File: src/lpm_pkg.sv
// lpm_pkg: shared constants and types of the low power mode controller
package lpm_pkg;
   // ==========================================================
   // mode states
   typedef enum logic [2:0] {
      LPM_RUN     = 3'h0,
      LPM_LIGHT   = 3'h1,
      LPM_DEEP    = 3'h3,
      LPM_OSCWAIT = 3'h2,
      LPM_STANDBY_REQUEST_N    = 3'h6,
      LPM_RESET   = 3'h4
   } lpm_state_t;

   // ==========================================================
   // timing
   localparam int LPM_CLK_HZ       = 10000000;
   localparam int LPM_OSC_SETTLE_US = 1000;
   localparam int LPM_OSC_SETTLE_CYC =
      (LPM_OSC_SETTLE_US * (LPM_CLK_HZ / 1000000) < 1) ? 1 :
      LPM_OSC_SETTLE_US * (LPM_CLK_HZ / 1000000);
   localparam int LPM_CNT_W        = 16;
   localparam int LPM_POR_CYC      = 16;
endpackage : lpm_pkg

File: src/lpm_delay.sv
// lpm_delay: oscillator settling counter, done when count reaches limit
`timescale 1ns/1ps
module lpm_delay #(
   parameter int W = lpm_pkg::LPM_CNT_W
) (
   input  wire logic         CLOCK,
   input  wire logic         RST,
   input  wire logic         ce,
   input  wire logic         clr,
   input  wire logic [W-1:0] limit,
   output logic              done
);
   logic [W-1:0] cnt_ff;

   if (W < 1) begin : g_bad_w
      $error("counter width must be at least one");
   end

   // ==========================================================
   // counter
   always_ff @(posedge CLOCK or posedge RST) begin
      if (RST) begin
         cnt_ff <= {W{1'b0}};
         done   <= 1'b0;
      end else if (ce) begin
         if (clr) begin
            cnt_ff <= {W{1'b0}};
            done   <= 1'b0;
         end else if (cnt_ff >= limit) begin
            done   <= 1'b1;
         end else begin
            cnt_ff <= cnt_ff + {{(W-1){1'b0}}, 1'b1};
         end
      end
   end
endmodule : lpm_delay

File: src/lpm_ctrl.sv
// lpm_ctrl: reset and low power mode controller top level
// Contract
// - chip resets on external reset pin low or internal power-on detect
// - light sleep keeps oscillator, gates cpu clock, timer and serial run
// - serial retrigger refused after light sleep entry until it ends
// - registers, ram and pins kept during light sleep
// - light sleep ends on any unmasked irq, reset, or standby
// - accepted wake vectors; masked by cpu flag resumes after opcode
// - peripheral irq masked locally never requests and never wakes
// - deep sleep stops oscillator, cpu and peripherals, keeps state
// - deep sleep ends only by external irq pins, reset or standby
// - deep sleep irq wake vectors or resumes after opcode if masked
// - second external irq masked in misc register cannot wake deep sleep
// - irq wake restarts oscillator then cpu after settling delay
// - reset wake restarts oscillator on low, cpu resumes on high
// - standby low stops all, resets state except ram, pins float
`timescale 1ns/1ps
module lpm_ctrl #(
   parameter int SETTLE_CYC = lpm_pkg::LPM_OSC_SETTLE_CYC
) (
   input  wire logic CLOCK,
   input  wire logic RST,
   input  wire logic CE,
   input  wire logic EXT_RESET_N,
   input  wire logic STANDBY_REQUEST_N,
   input  wire logic LIGHT_SLEEP_OP,
   input  wire logic DEEP_SLEEP_OP,
   input  wire logic CPU_IRQ_MASK,
   input  wire logic EXT_IRQ,
   input  wire logic SECOND_EXTERNAL_IRQ,
   input  wire logic SECOND_EXTERNAL_IRQ_MASK,
   input  wire logic TIMER_IRQ,
   input  wire logic TIMER_IRQ_MASK,
   input  wire logic SERIAL_IRQ,
   input  wire logic SERIAL_IRQ_MASK,
   input  wire logic SERIAL_RETRIGGER,
   output logic      OSC_RUN,
   output logic      CPU_CLK_EN,
   output logic      PERIPH_CLK_EN,
   output logic      CHIP_RESET,
   output logic      PINS_HIGH_Z,
   output logic      WAKE_VECTOR,
   output logic      WAKE_RESUME,
   output logic      SERIAL_RETRIGGER_OK,
   output logic      IRQ_REQUEST
);
   localparam int CW = lpm_pkg::LPM_CNT_W;
   localparam int NSRC = 3;
   localparam logic [CW-1:0] SETTLE_LIMIT = CW'(SETTLE_CYC - 1);

   // ==========================================================
   // elaboration checks
   if (SETTLE_CYC < 1 || SETTLE_CYC >= (1 << CW)) begin : g_bad_settle
      $error("SETTLE_CYC out of range");
   end
   if (lpm_pkg::LPM_POR_CYC < 1 ||
       lpm_pkg::LPM_POR_CYC > 31) begin : g_bad_por
      $error("power-on count does not fit its counter");
   end

   lpm_pkg::lpm_state_t state_ff, nxt_state;
   logic [4:0] por_cnt_ff;
   logic       por_ff;
   logic       dly_clr;
   logic       dly_done;
   logic       any_irq;
   logic       ext_irq_any;
   logic [NSRC-1:0] src_req;
   logic [NSRC-1:0] src_mask;
   logic [NSRC-1:0] src_live;

   // ==========================================================
   // power-on detect: held active for a few cycles after RST
   always_ff @(posedge CLOCK or posedge RST) begin
      if (RST) begin
         por_cnt_ff <= 5'h00;
         por_ff     <= 1'b1;
      end else if (CE) begin
         if (por_cnt_ff != 5'(lpm_pkg::LPM_POR_CYC)) begin
            por_cnt_ff <= por_cnt_ff + 5'h01;
         end else begin
            por_ff <= 1'b0;
         end
      end
   end

   // ==========================================================
   // wake sources
   assign src_req  = {SERIAL_IRQ, TIMER_IRQ, SECOND_EXTERNAL_IRQ};
   assign src_mask = {SERIAL_IRQ_MASK, TIMER_IRQ_MASK,
                      SECOND_EXTERNAL_IRQ_MASK};

   for (genvar gi = 0; gi < NSRC; gi++) begin : g_src
      // locally masked sources never request
      assign src_live[gi] = src_req[gi] & ~src_mask[gi];
   end

   always_comb begin
      // deep sleep hears only the external pins
      ext_irq_any = EXT_IRQ | src_live[0];
      any_irq     = ext_irq_any | src_live[1] | src_live[2];
   end

   // ==========================================================
   // mode state machine
   always_comb begin
      nxt_state = state_ff;
      dly_clr   = 1'b0;
      if (!STANDBY_REQUEST_N) begin
         nxt_state = lpm_pkg::LPM_STANDBY_REQUEST_N;
      end else if (!EXT_RESET_N || por_ff) begin
         nxt_state = lpm_pkg::LPM_RESET;
      end else begin
         case (state_ff)
            lpm_pkg::LPM_RUN: begin
               if (DEEP_SLEEP_OP)
                  nxt_state = lpm_pkg::LPM_DEEP;
               else if (LIGHT_SLEEP_OP)
                  nxt_state = lpm_pkg::LPM_LIGHT;
            end
            lpm_pkg::LPM_LIGHT: begin
               if (any_irq)
                  nxt_state = lpm_pkg::LPM_RUN;
            end
            lpm_pkg::LPM_DEEP: begin
               dly_clr = 1'b1;
               if (ext_irq_any)
                  nxt_state = lpm_pkg::LPM_OSCWAIT;
            end
            lpm_pkg::LPM_OSCWAIT: begin
               if (dly_done)
                  nxt_state = lpm_pkg::LPM_RUN;
            end
            // standby leaves only through reset
            lpm_pkg::LPM_STANDBY_REQUEST_N: nxt_state = lpm_pkg::LPM_STANDBY_REQUEST_N;
            lpm_pkg::LPM_RESET: nxt_state = lpm_pkg::LPM_RUN;
            default: nxt_state = lpm_pkg::LPM_RESET;
         endcase
      end
   end

   // ==========================================================
   // state register
   always_ff @(posedge CLOCK or posedge RST) begin
      if (RST) begin
         state_ff <= lpm_pkg::LPM_RESET;
      end else if (CE) begin
         state_ff <= nxt_state;
      end
   end

   // ==========================================================
   // oscillator settling delay
   lpm_delay #(.W(CW)) u_delay (
      .CLOCK (CLOCK),
      .RST   (RST),
      .ce    (CE),
      .clr   (dly_clr),
      .limit (SETTLE_LIMIT),
      .done  (dly_done)
   );

   // ==========================================================
   // clock, reset and pin controls; state kept in sleep
   always_ff @(posedge CLOCK or posedge RST) begin
      if (RST) begin
         OSC_RUN       <= 1'b1;
         CPU_CLK_EN    <= 1'b0;
         PERIPH_CLK_EN <= 1'b0;
         CHIP_RESET    <= 1'b1;
         PINS_HIGH_Z   <= 1'b1;
      end else if (CE) begin
         OSC_RUN       <= (nxt_state != lpm_pkg::LPM_DEEP) &&
                          (nxt_state != lpm_pkg::LPM_STANDBY_REQUEST_N);
         CPU_CLK_EN    <= (nxt_state == lpm_pkg::LPM_RUN);
         PERIPH_CLK_EN <= (nxt_state == lpm_pkg::LPM_RUN) ||
                          (nxt_state == lpm_pkg::LPM_LIGHT);
         CHIP_RESET    <= (nxt_state == lpm_pkg::LPM_RESET) ||
                          (nxt_state == lpm_pkg::LPM_STANDBY_REQUEST_N);
         PINS_HIGH_Z   <= (nxt_state == lpm_pkg::LPM_STANDBY_REQUEST_N);
      end
   end

   // ==========================================================
   // wake result: vector or resume after the sleep opcode
   always_ff @(posedge CLOCK or posedge RST) begin
      if (RST) begin
         WAKE_VECTOR <= 1'b0;
         WAKE_RESUME <= 1'b0;
      end else if (CE) begin
         WAKE_VECTOR <= 1'b0;
         WAKE_RESUME <= 1'b0;
         if (nxt_state == lpm_pkg::LPM_RUN &&
             (state_ff == lpm_pkg::LPM_LIGHT ||
              state_ff == lpm_pkg::LPM_OSCWAIT)) begin
            WAKE_VECTOR <= ~CPU_IRQ_MASK;
            WAKE_RESUME <= CPU_IRQ_MASK;
         end
      end
   end

   // ==========================================================
   // unmasked request to the cpu
   always_ff @(posedge CLOCK or posedge RST) begin
      if (RST) begin
         IRQ_REQUEST <= 1'b0;
      end else if (CE) begin
         IRQ_REQUEST <= any_irq;
      end
   end

   // ==========================================================
   // serial retrigger gate
   always_ff @(posedge CLOCK or posedge RST) begin
      if (RST) begin
         SERIAL_RETRIGGER_OK <= 1'b0;
      end else if (CE) begin
         SERIAL_RETRIGGER_OK <= SERIAL_RETRIGGER &&
                                (nxt_state == lpm_pkg::LPM_RUN);
      end
   end
endmodule : lpm_ctrl

File: config.mk
export PLATFORM = sky130hd
export DESIGN_NAME = lpm_ctrl
export DESIGN_NICKNAME = d
export VERILOG_FILES = /design/src/lpm_pkg.sv /design/src/lpm_delay.sv /design/src/lpm_ctrl.sv
export SDC_FILE = /design/constraint.sdc
export NUM_CORES = 1
export LEC_CHECK = 0
export ABC_AREA = 1
export BUFFER_PORTS_ARGS = -buffer_cell sky130_fd_sc_hd__buf_2
export CAP_MARGIN = 0
export CORE_MARGIN = 2
export CORE_UTILIZATION = 40
export CTS_CLUSTER_SIZE = 28
export DETAILED_ROUTE_END_ITERATION = 10
export MAX_ROUTING_LAYER = met4
export PLACE_DENSITY = 0.57
export SLEW_MARGIN = 20
export SYNTH_ARGS = -nofsm -noshare
export SYNTH_HDL_FRONTEND = slang
export SYNTH_SLANG_ARGS = --single-unit
File: constraint.sdc
create_clock -name CLOCK -period 1.3 [get_ports CLOCK]
set_input_delay 0.065 -clock CLOCK [delete_from_list [all_inputs] [get_ports CLOCK]]
set_output_delay 0.065 -clock CLOCK [all_outputs]
set_load 0.1 [all_outputs]
==> results of run 1 <==
==> synth_stat cells, drive strengths merged <==
cell	instances	area share, %
xnor2	3	1.3
xor2	6	2.6
nand3	38	10
o21bai	1	0.37
nand2	88	17
dfrtp	30	37
nor2	45	9.0
buf	5	1.9
or2	1	0.31
ha	3	1.9
nor3	1	0.25
a21oi	3	0.74
o211ai	1	0.37
dfstp	5	6.5
nand4	5	1.5
o21a	1	0.37
clkbuf	1	0.19
inv	29	5.4
nor3b	2	0.74
o21ai	8	2.0
==> what timing repair did <==
item	4_1_cts	5_1_grt
gates resized for setup	33	31
endpoints found under the hold margin	30	0
pin swaps	9	9
setup endpoints to repair	21	31
hold buffers	1	0
setup buffers	1	1
==> kinds of logic (layout without fill, tap and decap cells) <==
logic type      Yosys count  after routing  synth area share (%)
flops                    35             35                  43.7
xor+xnor                  9              9                  3.91
simple gates            180            180                  39.2
buf+inv                  35             99                  7.44
fa+ha+maj                 3              3                  1.86
compound gates           14             14                  3.84
==> routing by layer <==
layer / up-vias / part of all wire, %
li1: 997 / -
met1: 896 / 48
met2: 34 / 47
met3: 8 / 3.3
met4: 0 / 1.5
met5: - / 0
==> registers in the layout, summed over array words and instances, names as in the netlist <==
| register | cells |
|---|---|
| CHIP_RESET | 1 |
| CPU_CLK_EN | 1 |
| IRQ_REQUEST | 1 |
| OSC_RUN | 1 |
| PERIPH_CLK_EN | 1 |
| PINS_HIGH_Z | 1 |
| SERIAL_RETRIGGER_OK | 1 |
| WAKE_RESUME | 1 |
| WAKE_VECTOR | 1 |
| por_cnt_ff | 5 |
| por_ff | 1 |
| state_ff | 3 |
| u_delay.cnt_ff | 16 |
| u_delay.done | 1 |
==> final timing paths <==
check,to,startpoint,slack [ns],cells past startpoint
max,u_delay.cnt_ff[4]$_DFFE_PP0P_,u_delay.cnt_ff[1]$_DFFE_PP0P_,-0.09,8
min,SERIAL_RETRIGGER_OK$_DFFE_PP0P_,SERIAL_RETRIGGER,0.01,3
max reg2reg,u_delay.cnt_ff[4]$_DFFE_PP0P_,u_delay.cnt_ff[1]$_DFFE_PP0P_,-0.09,8
min reg2reg,por_ff$_DFFE_PP1P_,por_ff$_DFFE_PP1P_,0.47,2
max in group asynchronous,OSC_RUN$_DFFE_PP1P_,RST,0.67,4
min in group asynchronous,u_delay.cnt_ff[5]$_DFFE_PP0P_,RST,0.38,4
==> worst register-to-register path, cell delays in order (launching register included) <==
cell and delay [ns]:
dfrtp_1 0.41, ha_4 0.19, nand3_2 0.08, nand3_2 0.07, nand3_2 0.10, nand3_4 0.12, buf_6 0.17, nand3_1 0.08
nand2_1 0.05
==> power by group through the flow <==
stage | clock network, mW | logic (mW) | registers, mW
after floorplan | 0 | 0.238 | 1.44
after global placement | 0 | 0.606 | 1.31
after detailed placement | 0 | 0.622 | 1.31
after CTS | 1.02 | 0.634 | 1.29
after global routing | 1.06 | 0.733 | 1.31
final | 1.00 | 0.666 | 1.29
==> through the flow <==
step                TNS [ns]  power (mW)  worst slack (ns)
global route           -2.91        3.11            -0.160
global placement      -0.909        1.92           -0.0982
detailed placement     -1.25        1.93           -0.0937
floorplan             -0.600        1.67           -0.0614
CTS                   -0.335        2.94           -0.0343
finish                -0.954        2.96           -0.0877
==> layout make-up <==
cell class              count  area share [%]
clock buffers               5            2.40
clock inverters             3            1.53
inverters                  29            3.89
multi-input cells         206            41.4
flip-flops and latches     35            30.9
well taps                  67            2.93
repair buffers             62            16.9
==> flow_summary_export.csv, run 1 <==
group,metric,value,unit
run_status,status,"complete, but fails checks",
run_status,violations,"negative setup slack",
yosys,postSynthAreaPerCell,7.31,sq um
pwr,ir_drop,0.000519,V
pwr,sw_frac_of_total,30.4,%
setup_path,worstPathRequired,1.48,ns
pwr,p_comb_share,22.5,%
pwr,p_switching,901,uW
setup_path,path_class,"reg -> reg",
sta,fin_skew,0.00357,ns
yosys,synth_area,2020,sq um
flow_run,drv_cap,0,
setup_path,worst-path-buf-inv,1,
setup_path,cp-end-kind,"flip-flop",
layout,area_delta_synth_final,41.8,%
sta,worst_pin_slew,0.491,ns
placement,io_buffers,24,
sta,rsz0062_at_grt,"true",
global_route,use_met2,30.2,%
drt,initialDrtViolationCount,104,
clock_network,clock-sinks,35,
global_route,grt_max_degree,36,
floorplanning,num_rows,25,
drt,drtAntennaViolNets,0,
global_route,grt_pass1_wl,8.33,mm
clock_network,cts_tree,"done",
placement,dp_cells,396,
drt,drc,0,
pwr,intPower,2.06,mW
clock_network,clockBufferDepth,2,
global_route,grt_use_met3,3.61,%
drt,routedWlPerCell,12.2,um
clock_network,cts_root_buffer,"clkbuf_8",
layout,antenna_cells,0,
setup_path,slowest_stage,"dfrtp_1",
layout,nFillCells,445,
global_route,overflow,0,
sta,fin_crit_sh,107,%
yosys,yosys_warnings,0,
clock_network,cts.reportedPaths.clkPinSlew,0.08,ns
sta,slew-limit-headroom,67.5,%
setup_path,path_cells,"ha_4 -> nand3_2 -> nand3_2 -> nand3_2 -> nand3_4 -> buf_6 -> nand3_1 -> nand2_1",
yosys,synth_cells,276,
setup_path,crit_fanout,8,
drt,post_drt_via_cell_ratio,4.75,
placement,place_area,2510,sq um
floorplanning,die_w,75.0,um
sta,setup_ws,-0.0877,ns
global_route,grt-busiest-layer,"met2",
layout,fin_nets,358,
floorplanning,die_area,5630,sq um
yosys,yosysSeqAreaShare,43.7,%
layout,seq_area,885,sq um
min_path,hold_class,"in -> reg",
floorplanning,io_pins,25,
setup_path,cp_top_family,"simple AND/OR/NAND/NOR gates",
sta,hold_viol,0,
floorplanning,die_h,75.0,um
sta,finalCriticalPeriod,1.39,ns
pwr,power-per-cell-area,1030,nW/um^2
pwr,seq_power_share,43.7,%
placement,place.gp.congestion,0.895,
layout,finalNonFillerCells,407,
floorplanning,start_util,42.2,%
drt,drt-pass1-iter-count,6,
pwr,clkPwrFrac,33.8,%
layout,layout_commonest_cell,"nand2_1",
layout,multiInputGateArea,1180,sq um
layout,layout-drive-gt1-share,38.2,%
clock_network,cts_made_buffers,5,
global_route,grt_usage,20.1,%
yosys,ys_types,27,
setup_path,path_common_cell,"nand3_2",
global_route,grt_pass1_vias,1860,
setup_path,cp-start-kind,"flip-flop",
sta,clock.fmax,721,MHz
setup_path,arrival,1.57,ns
pwr,leakagePower,1.44,nW
placement,dp_hpwl,3.35,mm
global_route,grt_use_met1,27.5,%
yosys,synth_nets,295,
floorplanning,core-area,4790,sq um
sta,maxSlewViolCount,0,
drt,wl,4.96,mm
sta,setup_viol_count_final,17,
global_route,grt_antenna_before_repair,0,
layout,final_util,59.8,%
yosys,ys_ff_latch,35,
clock_network,clkLatencyLatePin,0.29,ns
sta,hold_slack,0.0100,ns
clock_network,htreeDepth,2,
layout,layout_common_cells,"nand2_1, buf_4, dfrtp_1, nor2_1, inv_1",
drt,vias,1935,
setup_path,cp_slowest_stage_delay,0.41,ns
layout,stdcell_area,2860,sq um
No activity file was read; power rests on OpenSTA's default activity.
==> run 2, diff against run 1 <==
==> constraint.sdc (replaced) <==
create_clock -name CLOCK -period 1.3 [get_ports CLOCK]
set_input_delay 0.13 -clock CLOCK [delete_from_list [all_inputs] [get_ports CLOCK]]
set_output_delay 0.13 -clock CLOCK [all_outputs]
set_load 0.1 [all_outputs]
==> run 2 against run 1 <==
The flow still finishes with violations (negative setup slack). Register-to-register slack better by 0.04 ns. Global-route usage is 0.22 points higher. Non-clock buffer count is 4 higher. First-iteration DRC count is 5.8% lower. Critical path depth stayed put.
==> flow_summary_export.csv, run 2 (synthesis results as in run 1) <==
group,metric,value,unit
run_status,status,"complete, but fails checks",
run_status,violations,"negative setup slack",
floorplanning,die_w,75.0,um
global_route,grt_pass1_wl,8.52,mm
layout,nFillCells,434,
sta,fin_crit_sh,103,%
flow_run,drv_cap,0,
drt,drc,0,
pwr,p_comb_share,22.5,%
setup_path,r2r_setup_slack,-0.04,ns
global_route,grt_usage,20.3,%
clock_network,htreeDepth,2,
global_route,grt_max_degree,36,
sta,maxSlewViolCount,0,
placement,place.gp.congestion,0.886,
setup_path,crit_fanout,8,
drt,routedWlPerCell,11.8,um
sta,setup_viol_count_final,14,
setup_path,cp-start-kind,"flip-flop",
global_route,grt_antenna_before_repair,0,
layout,seq_area,885,sq um
clock_network,clock-sinks,35,
clock_network,clockBufferDepth,2,
layout,area_delta_synth_final,45.1,%
setup_path,arrival,1.52,ns
drt,wl,4.84,mm
layout,fin_nets,362,
floorplanning,num_rows,25,
pwr,power-per-cell-area,1010,nW/um^2
global_route,grt_pass1_vias,1926,
drt,vias,1982,
clock_network,cts_made_buffers,5,
placement,dp_cells,397,
pwr,ir_drop,0.000631,V
sta,setup_ws,-0.0432,ns
drt,drt-pass1-iter-count,4,
layout,regMostFlops,"u_delay.cnt_ff",
floorplanning,die_area,5630,sq um
setup_path,cp-end-kind,"flip-flop",
min_path,hold_class,"in -> reg",
floorplanning,core-area,4790,sq um
placement,dp_hpwl,3.31,mm
pwr,sw_frac_of_total,30.2,%
pwr,leakagePower,1.47,nW
sta,fin_skew,0.00835,ns
sta,hold_viol,0,
sta,clock.fmax,745,MHz
layout,layout_common_cells,"nand2_1, buf_4, nor2_1",
floorplanning,die_h,75.0,um
pwr,seq_power_share,43.8,%
layout,largest_register_ffs,16,
setup_path,worstPathRequired,1.47,ns
layout,finalNonFillerCells,411,
layout,antenna_cells,0,
floorplanning,io_pins,25,
pwr,clkPwrFrac,33.7,%
drt,drtAntennaViolNets,0,
drt,initialDrtViolationCount,98,
placement,io_buffers,24,
clock_network,cts_root_buffer,"clkbuf_8",
layout,layout_commonest_cell,"nand2_1",
clock_network,cts_tree,"done",
floorplanning,start_util,42.2,%
drt,post_drt_via_cell_ratio,4.82,
layout,reg.largest.list,"u_delay.cnt_ff (16), por_cnt_ff (5), state_ff (3)",
setup_path,path_class,"reg -> reg",
pwr,p_switching,894,uW
pwr,intPower,2.06,mW
layout,multiInputGateArea,1220,sq um
layout,final_util,61.2,%
layout,layout-drive-gt1-share,40.1,%
clock_network,clkLatencyLatePin,0.29,ns
sta,slew-limit-headroom,67.8,%
sta,worst_pin_slew,0.486,ns
global_route,overflow,0,
sta,rsz0062_at_grt,"true",
clock_network,cts.reportedPaths.clkPinSlew,0.08,ns
sta,finalCriticalPeriod,1.34,ns
==> run 2: cell count changes in the layout (fill, tap and decap cells not counted), sizes merged <==
cell	before	now
buf	61	65
==> run 2: per-stage QoR <==
step	TNS, ns	setup slack (ns)	hold slack (ns)	instance area, sq um	power, mW
floorplan	-0.600	-0.0614	0.268	2030	1.67
global placement	-0.817	-0.0860	0.193	2520	1.92
detailed placement	-1.29	-0.0990	0.198	2520	1.93
CTS	-0.329	-0.0327	0.0833	2830	2.94
global route	-2.30	-0.122	0.0863	2930	3.11
finish	-0.290	-0.0432	0.0916	2930	2.95
==> run 2: path summary, 6_finish.rpt <==
path,start,to,cells past startpoint
max,u_delay.cnt_ff[0]$_DFFE_PP0P_,u_delay.cnt_ff[1]$_DFFE_PP0P_,8
min reg2reg,por_ff$_DFFE_PP1P_,por_ff$_DFFE_PP1P_,2
max reg2reg,u_delay.cnt_ff[0]$_DFFE_PP0P_,u_delay.cnt_ff[1]$_DFFE_PP0P_,8
min in group asynchronous,RST,u_delay.cnt_ff[4]$_DFFE_PP0P_,4
max in group asynchronous,RST,por_ff$_DFFE_PP1P_,4
min,SERIAL_RETRIGGER,SERIAL_RETRIGGER_OK$_DFFE_PP0P_,3
==> run 2: layer usage <==
layer / GRT usage (%) / wire length [um] / part of all wire [%]
met1: 27.7 / 2410 / 50
met2: 31.0 / 2250 / 47
met3: 3.61 / 141 / 2.9
met4: 5.95 / 36 / 0.74
met5: - / 0 / 0
==> run 2: area by class of cell <==
class | instances | area share (%)
inverter | 29 | 3.72
clock buffer | 5 | 2.35
tap | 67 | 2.86
sequential | 35 | 30.2
multi-input combinational | 206 | 41.7
timing repair buffer | 66 | 17.7
clock inverter | 3 | 1.50
==> run 2: timing repair <==
action | CTS | global route
endpoints found under the hold margin | 30 | 0
buffers inserted | 4 | 1
hold buffers | 1 | 0
pin swaps | 15 | 11
gates resized for setup | 41 | 30
endpoints found under the setup margin | 23 | 31
==> run 2: worst max-delay path, cell delays in order, from the launching register on <==
cell     delay [ns]
dfrtp_1        0.41
ha_4           0.19
nand3_2        0.07
nand3_2        0.06
nand3_2        0.09
nand3_4        0.11
buf_6          0.17
nand3_2        0.06
o21ai_1        0.06
==> run 2: power groups by stage <==
stage               Sequential [mW]  Combinational (mW)  Clock (mW)
detailed placement             1.31               0.615           0
CTS                            1.29               0.631        1.02
finish                         1.29               0.664       0.996
global route                   1.31               0.733        1.06
floorplan                      1.44               0.238           0
global placement               1.31               0.610           0
==> run 3, diff against run 2 <==
--- a/config.mk
+++ b/config.mk
@@ -13,8 +13,10 @@
 export CTS_CLUSTER_SIZE = 28
 export DETAILED_ROUTE_END_ITERATION = 10
 export MAX_ROUTING_LAYER = met4
-export PLACE_DENSITY = 0.57
+export PLACE_DENSITY = 0.56
 export SLEW_MARGIN = 20
 export SYNTH_ARGS = -nofsm -noshare
 export SYNTH_HDL_FRONTEND = slang
+export SYNTH_HIERARCHICAL = 1
 export SYNTH_SLANG_ARGS = --single-unit
+export TNS_END_PERCENT = 50
==> run 3 against run 2 <==
The run still ends with negative setup slack left. Final cell count grew 25%. Critical path depth grew 5. First-iteration DRC count shrank 10%. Final area grew 18%. Fmax shrank 22%. Global-route usage shrank 2.3 points. Sequential share of layout area shrank 4.6 points. Setup slack lost 0.37 ns. Synthesized cell count grew 24%. Area after synthesis grew 24%. Power grew 47%. Sequential power grew 16%. Highest routed layer unchanged.
==> flow_summary_export.csv, run 3 <==
group,metric,value,unit
run_status,status,"complete, but fails checks",
run_status,violations,"negative setup slack",
placement,place.gp.congestion,0.832,
setup_path,path_common_cell,"nand2_1",
clock_network,clkLatencyLatePin,0.28,ns
global_route,grt_antenna_before_repair,0,
drt,vias,2318,
setup_path,cp-end-kind,"flip-flop",
floorplanning,num_rows,28,
pwr,clkPwrFrac,22.3,%
sta,setup_viol_count_final,26,
pwr,ir_drop,0.000864,V
yosys,synth_area,2510,sq um
sta,finalCriticalPeriod,1.72,ns
yosys,yosys_warnings,6,
setup_path,startpoint,"u_delay/cnt_ff[0]$_DFFE_PP0P_",
layout,layout-drive-gt1-share,31.1,%
layout,antenna_cells,0,
floorplanning,die_area,6920,sq um
setup_path,path_class,"reg -> reg",
clock_network,clock-sinks,35,
layout,finalNonFillerCells,512,
pwr,p_comb_share,42.9,%
yosys,ys_ff_latch,35,
yosys,synthFlopType,"dfrtp_1",
global_route,grt_usage,18.0,%
global_route,overflow,0,
sta,fin_setup_tns,-7.24,ns
layout,area_delta_synth_final,37.6,%
sta,clock.fmax,583,MHz
yosys,synth_area_leaders,"dfrtp_1, nand2_1, ha_1",
global_route,grt_pass1_vias,2372,
clock_network,cts.reportedPaths.clkPinSlew,0.07,ns
setup_path,cp-start-kind,"flip-flop",
layout,seq_area,883,sq um
floorplanning,die_h,83.2,um
setup_path,worstPathRequired,1.47,ns
min_path,hold_class,"in -> reg",
layout,reg.largest.list,"u_delay/cnt_ff (16), por_cnt_ff (5), state_ff (3)",
flow_run,drv_cap,0,
setup_path,arrival,1.89,ns
setup_path,path_cells,"inv_1 -> ha_1 -> nand2_1 -> nor2_1 -> nor2_1 -> nand2_1 -> nand2_1 -> nand2_2 -> nand2_2 -> nand3_4 -> buf_12 -> nand3_2 -> nand2_1",
yosys,synth.most_common_cell,"nand2_1",
global_route,grt_pass1_wl,10.1,mm
drt,wl,5.51,mm
pwr,p_switching,1.58,mW
layout,regMostFlops,"u_delay/cnt_ff",
min_path,worstHoldStart,"SERIAL_RETRIGGER",
drt,initialDrtViolationCount,88,
layout,multiInputGateArea,1580,sq um
yosys,yosysSeqAreaShare,35.2,%
clock_network,cts_tree,"done",
yosys,postSynthAreaPerCell,7.31,sq um
layout,layout_commonest_cell,"nand2_1",
yosys,synth_area_leader_cell,"dfrtp_1",
drt,post_drt_via_cell_ratio,4.53,
drt,drtAntennaViolNets,0,
setup_path,cp_slowest_stage_delay,0.39,ns
drt,routedWlPerCell,10.8,um
layout,fin_nets,471,
layout,layout_common_cells,"nand2_1, buf_4, inv_1",
drt,drt-pass1-iter-count,4,
clock_network,htreeDepth,2,
floorplanning,core-area,5990,sq um
clock_network,clockBufferDepth,2,
global_route,grt_max_degree,19,
setup_path,timing.rr.start,"u_delay/cnt_ff[0]$_DFFE_PP0P_",
sta,setup_ws,-0.416,ns
setup_path,slowest_stage,"dfrtp_1",
floorplanning,io_pins,25,
yosys,synth_top_area_share,29.9,%
placement,dp_cells,502,
drt,drc,0,
sta,maxSlewViolCount,0,
yosys,ys_types,35,
pwr,sw_frac_of_total,36.4,%
clock_network,cts_root_buffer,"clkbuf_8",
yosys,synth_cells,343,
layout,nFillCells,600,
layout,largest_register_ffs,16,
placement,dp_hpwl,4.31,mm
sta,fin_crit_sh,132,%
yosys,synth_common_cells,"nand2_1, inv_1, nor2_1",
placement,io_buffers,24,
yosys,async_flop_share,100,%
pwr,leakagePower,1.83,nW
setup_path,crit_fanout,7,
pwr,power-per-cell-area,1260,nW/um^2
pwr,seq_power_share,34.7,%
yosys,synth_edf_count,0,
clock_network,cts_made_buffers,5,
sta,rsz0062_at_grt,"true",
sta,hold_slack,0.0746,ns
pwr,intPower,2.76,mW
floorplanning,die_w,83.2,um
floorplanning,start_util,41.9,%
sta,fin_skew,0.00437,ns
sta,hold_viol,0,
[run 3: cell count changes in the layout (fill, tap and decap cells not counted), sizes merged, moves of 10 or more]
cell / change
conb: +16
nand2: +11
inv: +21
a21oi: +10
buf: +11
ha: +16
[run 3: through the flow]
stage          total power [mW]  setup slack [ns]  cell area [sq um]  util (%)
3_5_place_dp               3.27            -0.434               3190      53.3
5_1_grt                    4.72            -0.566               3450      57.6
3_3_place_gp               3.24            -0.403               3190      53.3
2_1_floorplan              2.60            -0.316               2570         -
6_report                   4.33            -0.416               3450      57.6
4_1_cts                    4.31            -0.436               3370      56.3
[run 3: cell type report]
cell class | count | share of cell area, %
clock buffer | 6 | 2.10
inverter | 50 | 5.44
multi-input combinational | 267 | 45.9
clock inverter | 2 | 1.09
tap | 75 | 2.72
sequential | 35 | 25.6
timing repair buffer | 77 | 17.1
[run 3: routing by layer]
| metal | part of all wire, % | GRT usage (%) | up-vias |
|---|---|---|---|
| met5 | 0 | - | - |
| met4 | 0.25 | 3.58 | 0 |
| met2 | 50 | 30.4 | 20 |
| li1 | - | - | 1259 |
| met1 | 47 | 22.2 | 1037 |
| met3 | 2.5 | 4.17 | 2 |
[run 3: worst max-delay path, delay by kind of cell (launching register included)]
kind | cells | cell delay [ns]
buffers and inverters | 2 | 0.25
adder cells (fa/ha/maj) | 1 | 0.22
flip-flops | 1 | 0.39
AND/OR/NAND/NOR | 10 | 0.75
[run 3: worst paths after layout]
check                      cells past startpoint  slack (ns)                               to
hold reg to reg                                2        0.48        PERIPH_CLK_EN$_DFFE_PP0P_
max in group asynchronous                      4        0.63          state_ff[2]$_DFFE_PP1P_
setup / recovery                              13       -0.42    u_delay/cnt_ff[2]$_DFFE_PP0P_
setup reg to reg                              13       -0.42    u_delay/cnt_ff[2]$_DFFE_PP0P_
hold / removal                                 3        0.07  SERIAL_RETRIGGER_OK$_DFFE_PP0P_
min in group asynchronous                      4        0.40        por_cnt_ff[4]$_DFFE_PP0P_
[run 3: cells by family (layout without fill, tap and decap cells)]
family | count (synthesis) | after routing | share of synthesized area (%)
flops | 35 | 35 | 35.2
compound gates | 30 | 30 | 6.64
fa+ha+maj | 19 | 19 | 9.48
buf+inv | 55 | 135 | 9.13
xor+xnor | 9 | 9 | 3.14
simple gates | 193 | 193 | 36.1
other cells | 2 | 16 | 0.300
[run 3: power groups by stage]
stage | logic [mW] | clock network (mW) | registers, mW
5_1_grt | 2.12 | 1.07 | 1.54
4_1_cts | 1.81 | 1.01 | 1.50
3_5_place_dp | 1.76 | 0 | 1.51
2_1_floorplan | 0.892 | 0 | 1.71
3_3_place_gp | 1.73 | 0 | 1.51
6_report | 1.86 | 0.968 | 1.50
[run 3: repair_timing]
action / CTS / global route
resized for setup: 13 / 12
buffers inserted: 0 / 1
pin swaps: 5 / 13
endpoints found under the hold margin: 30 / 0
setup endpoints to repair: 29 / 32
hold buffers: 1 / 0
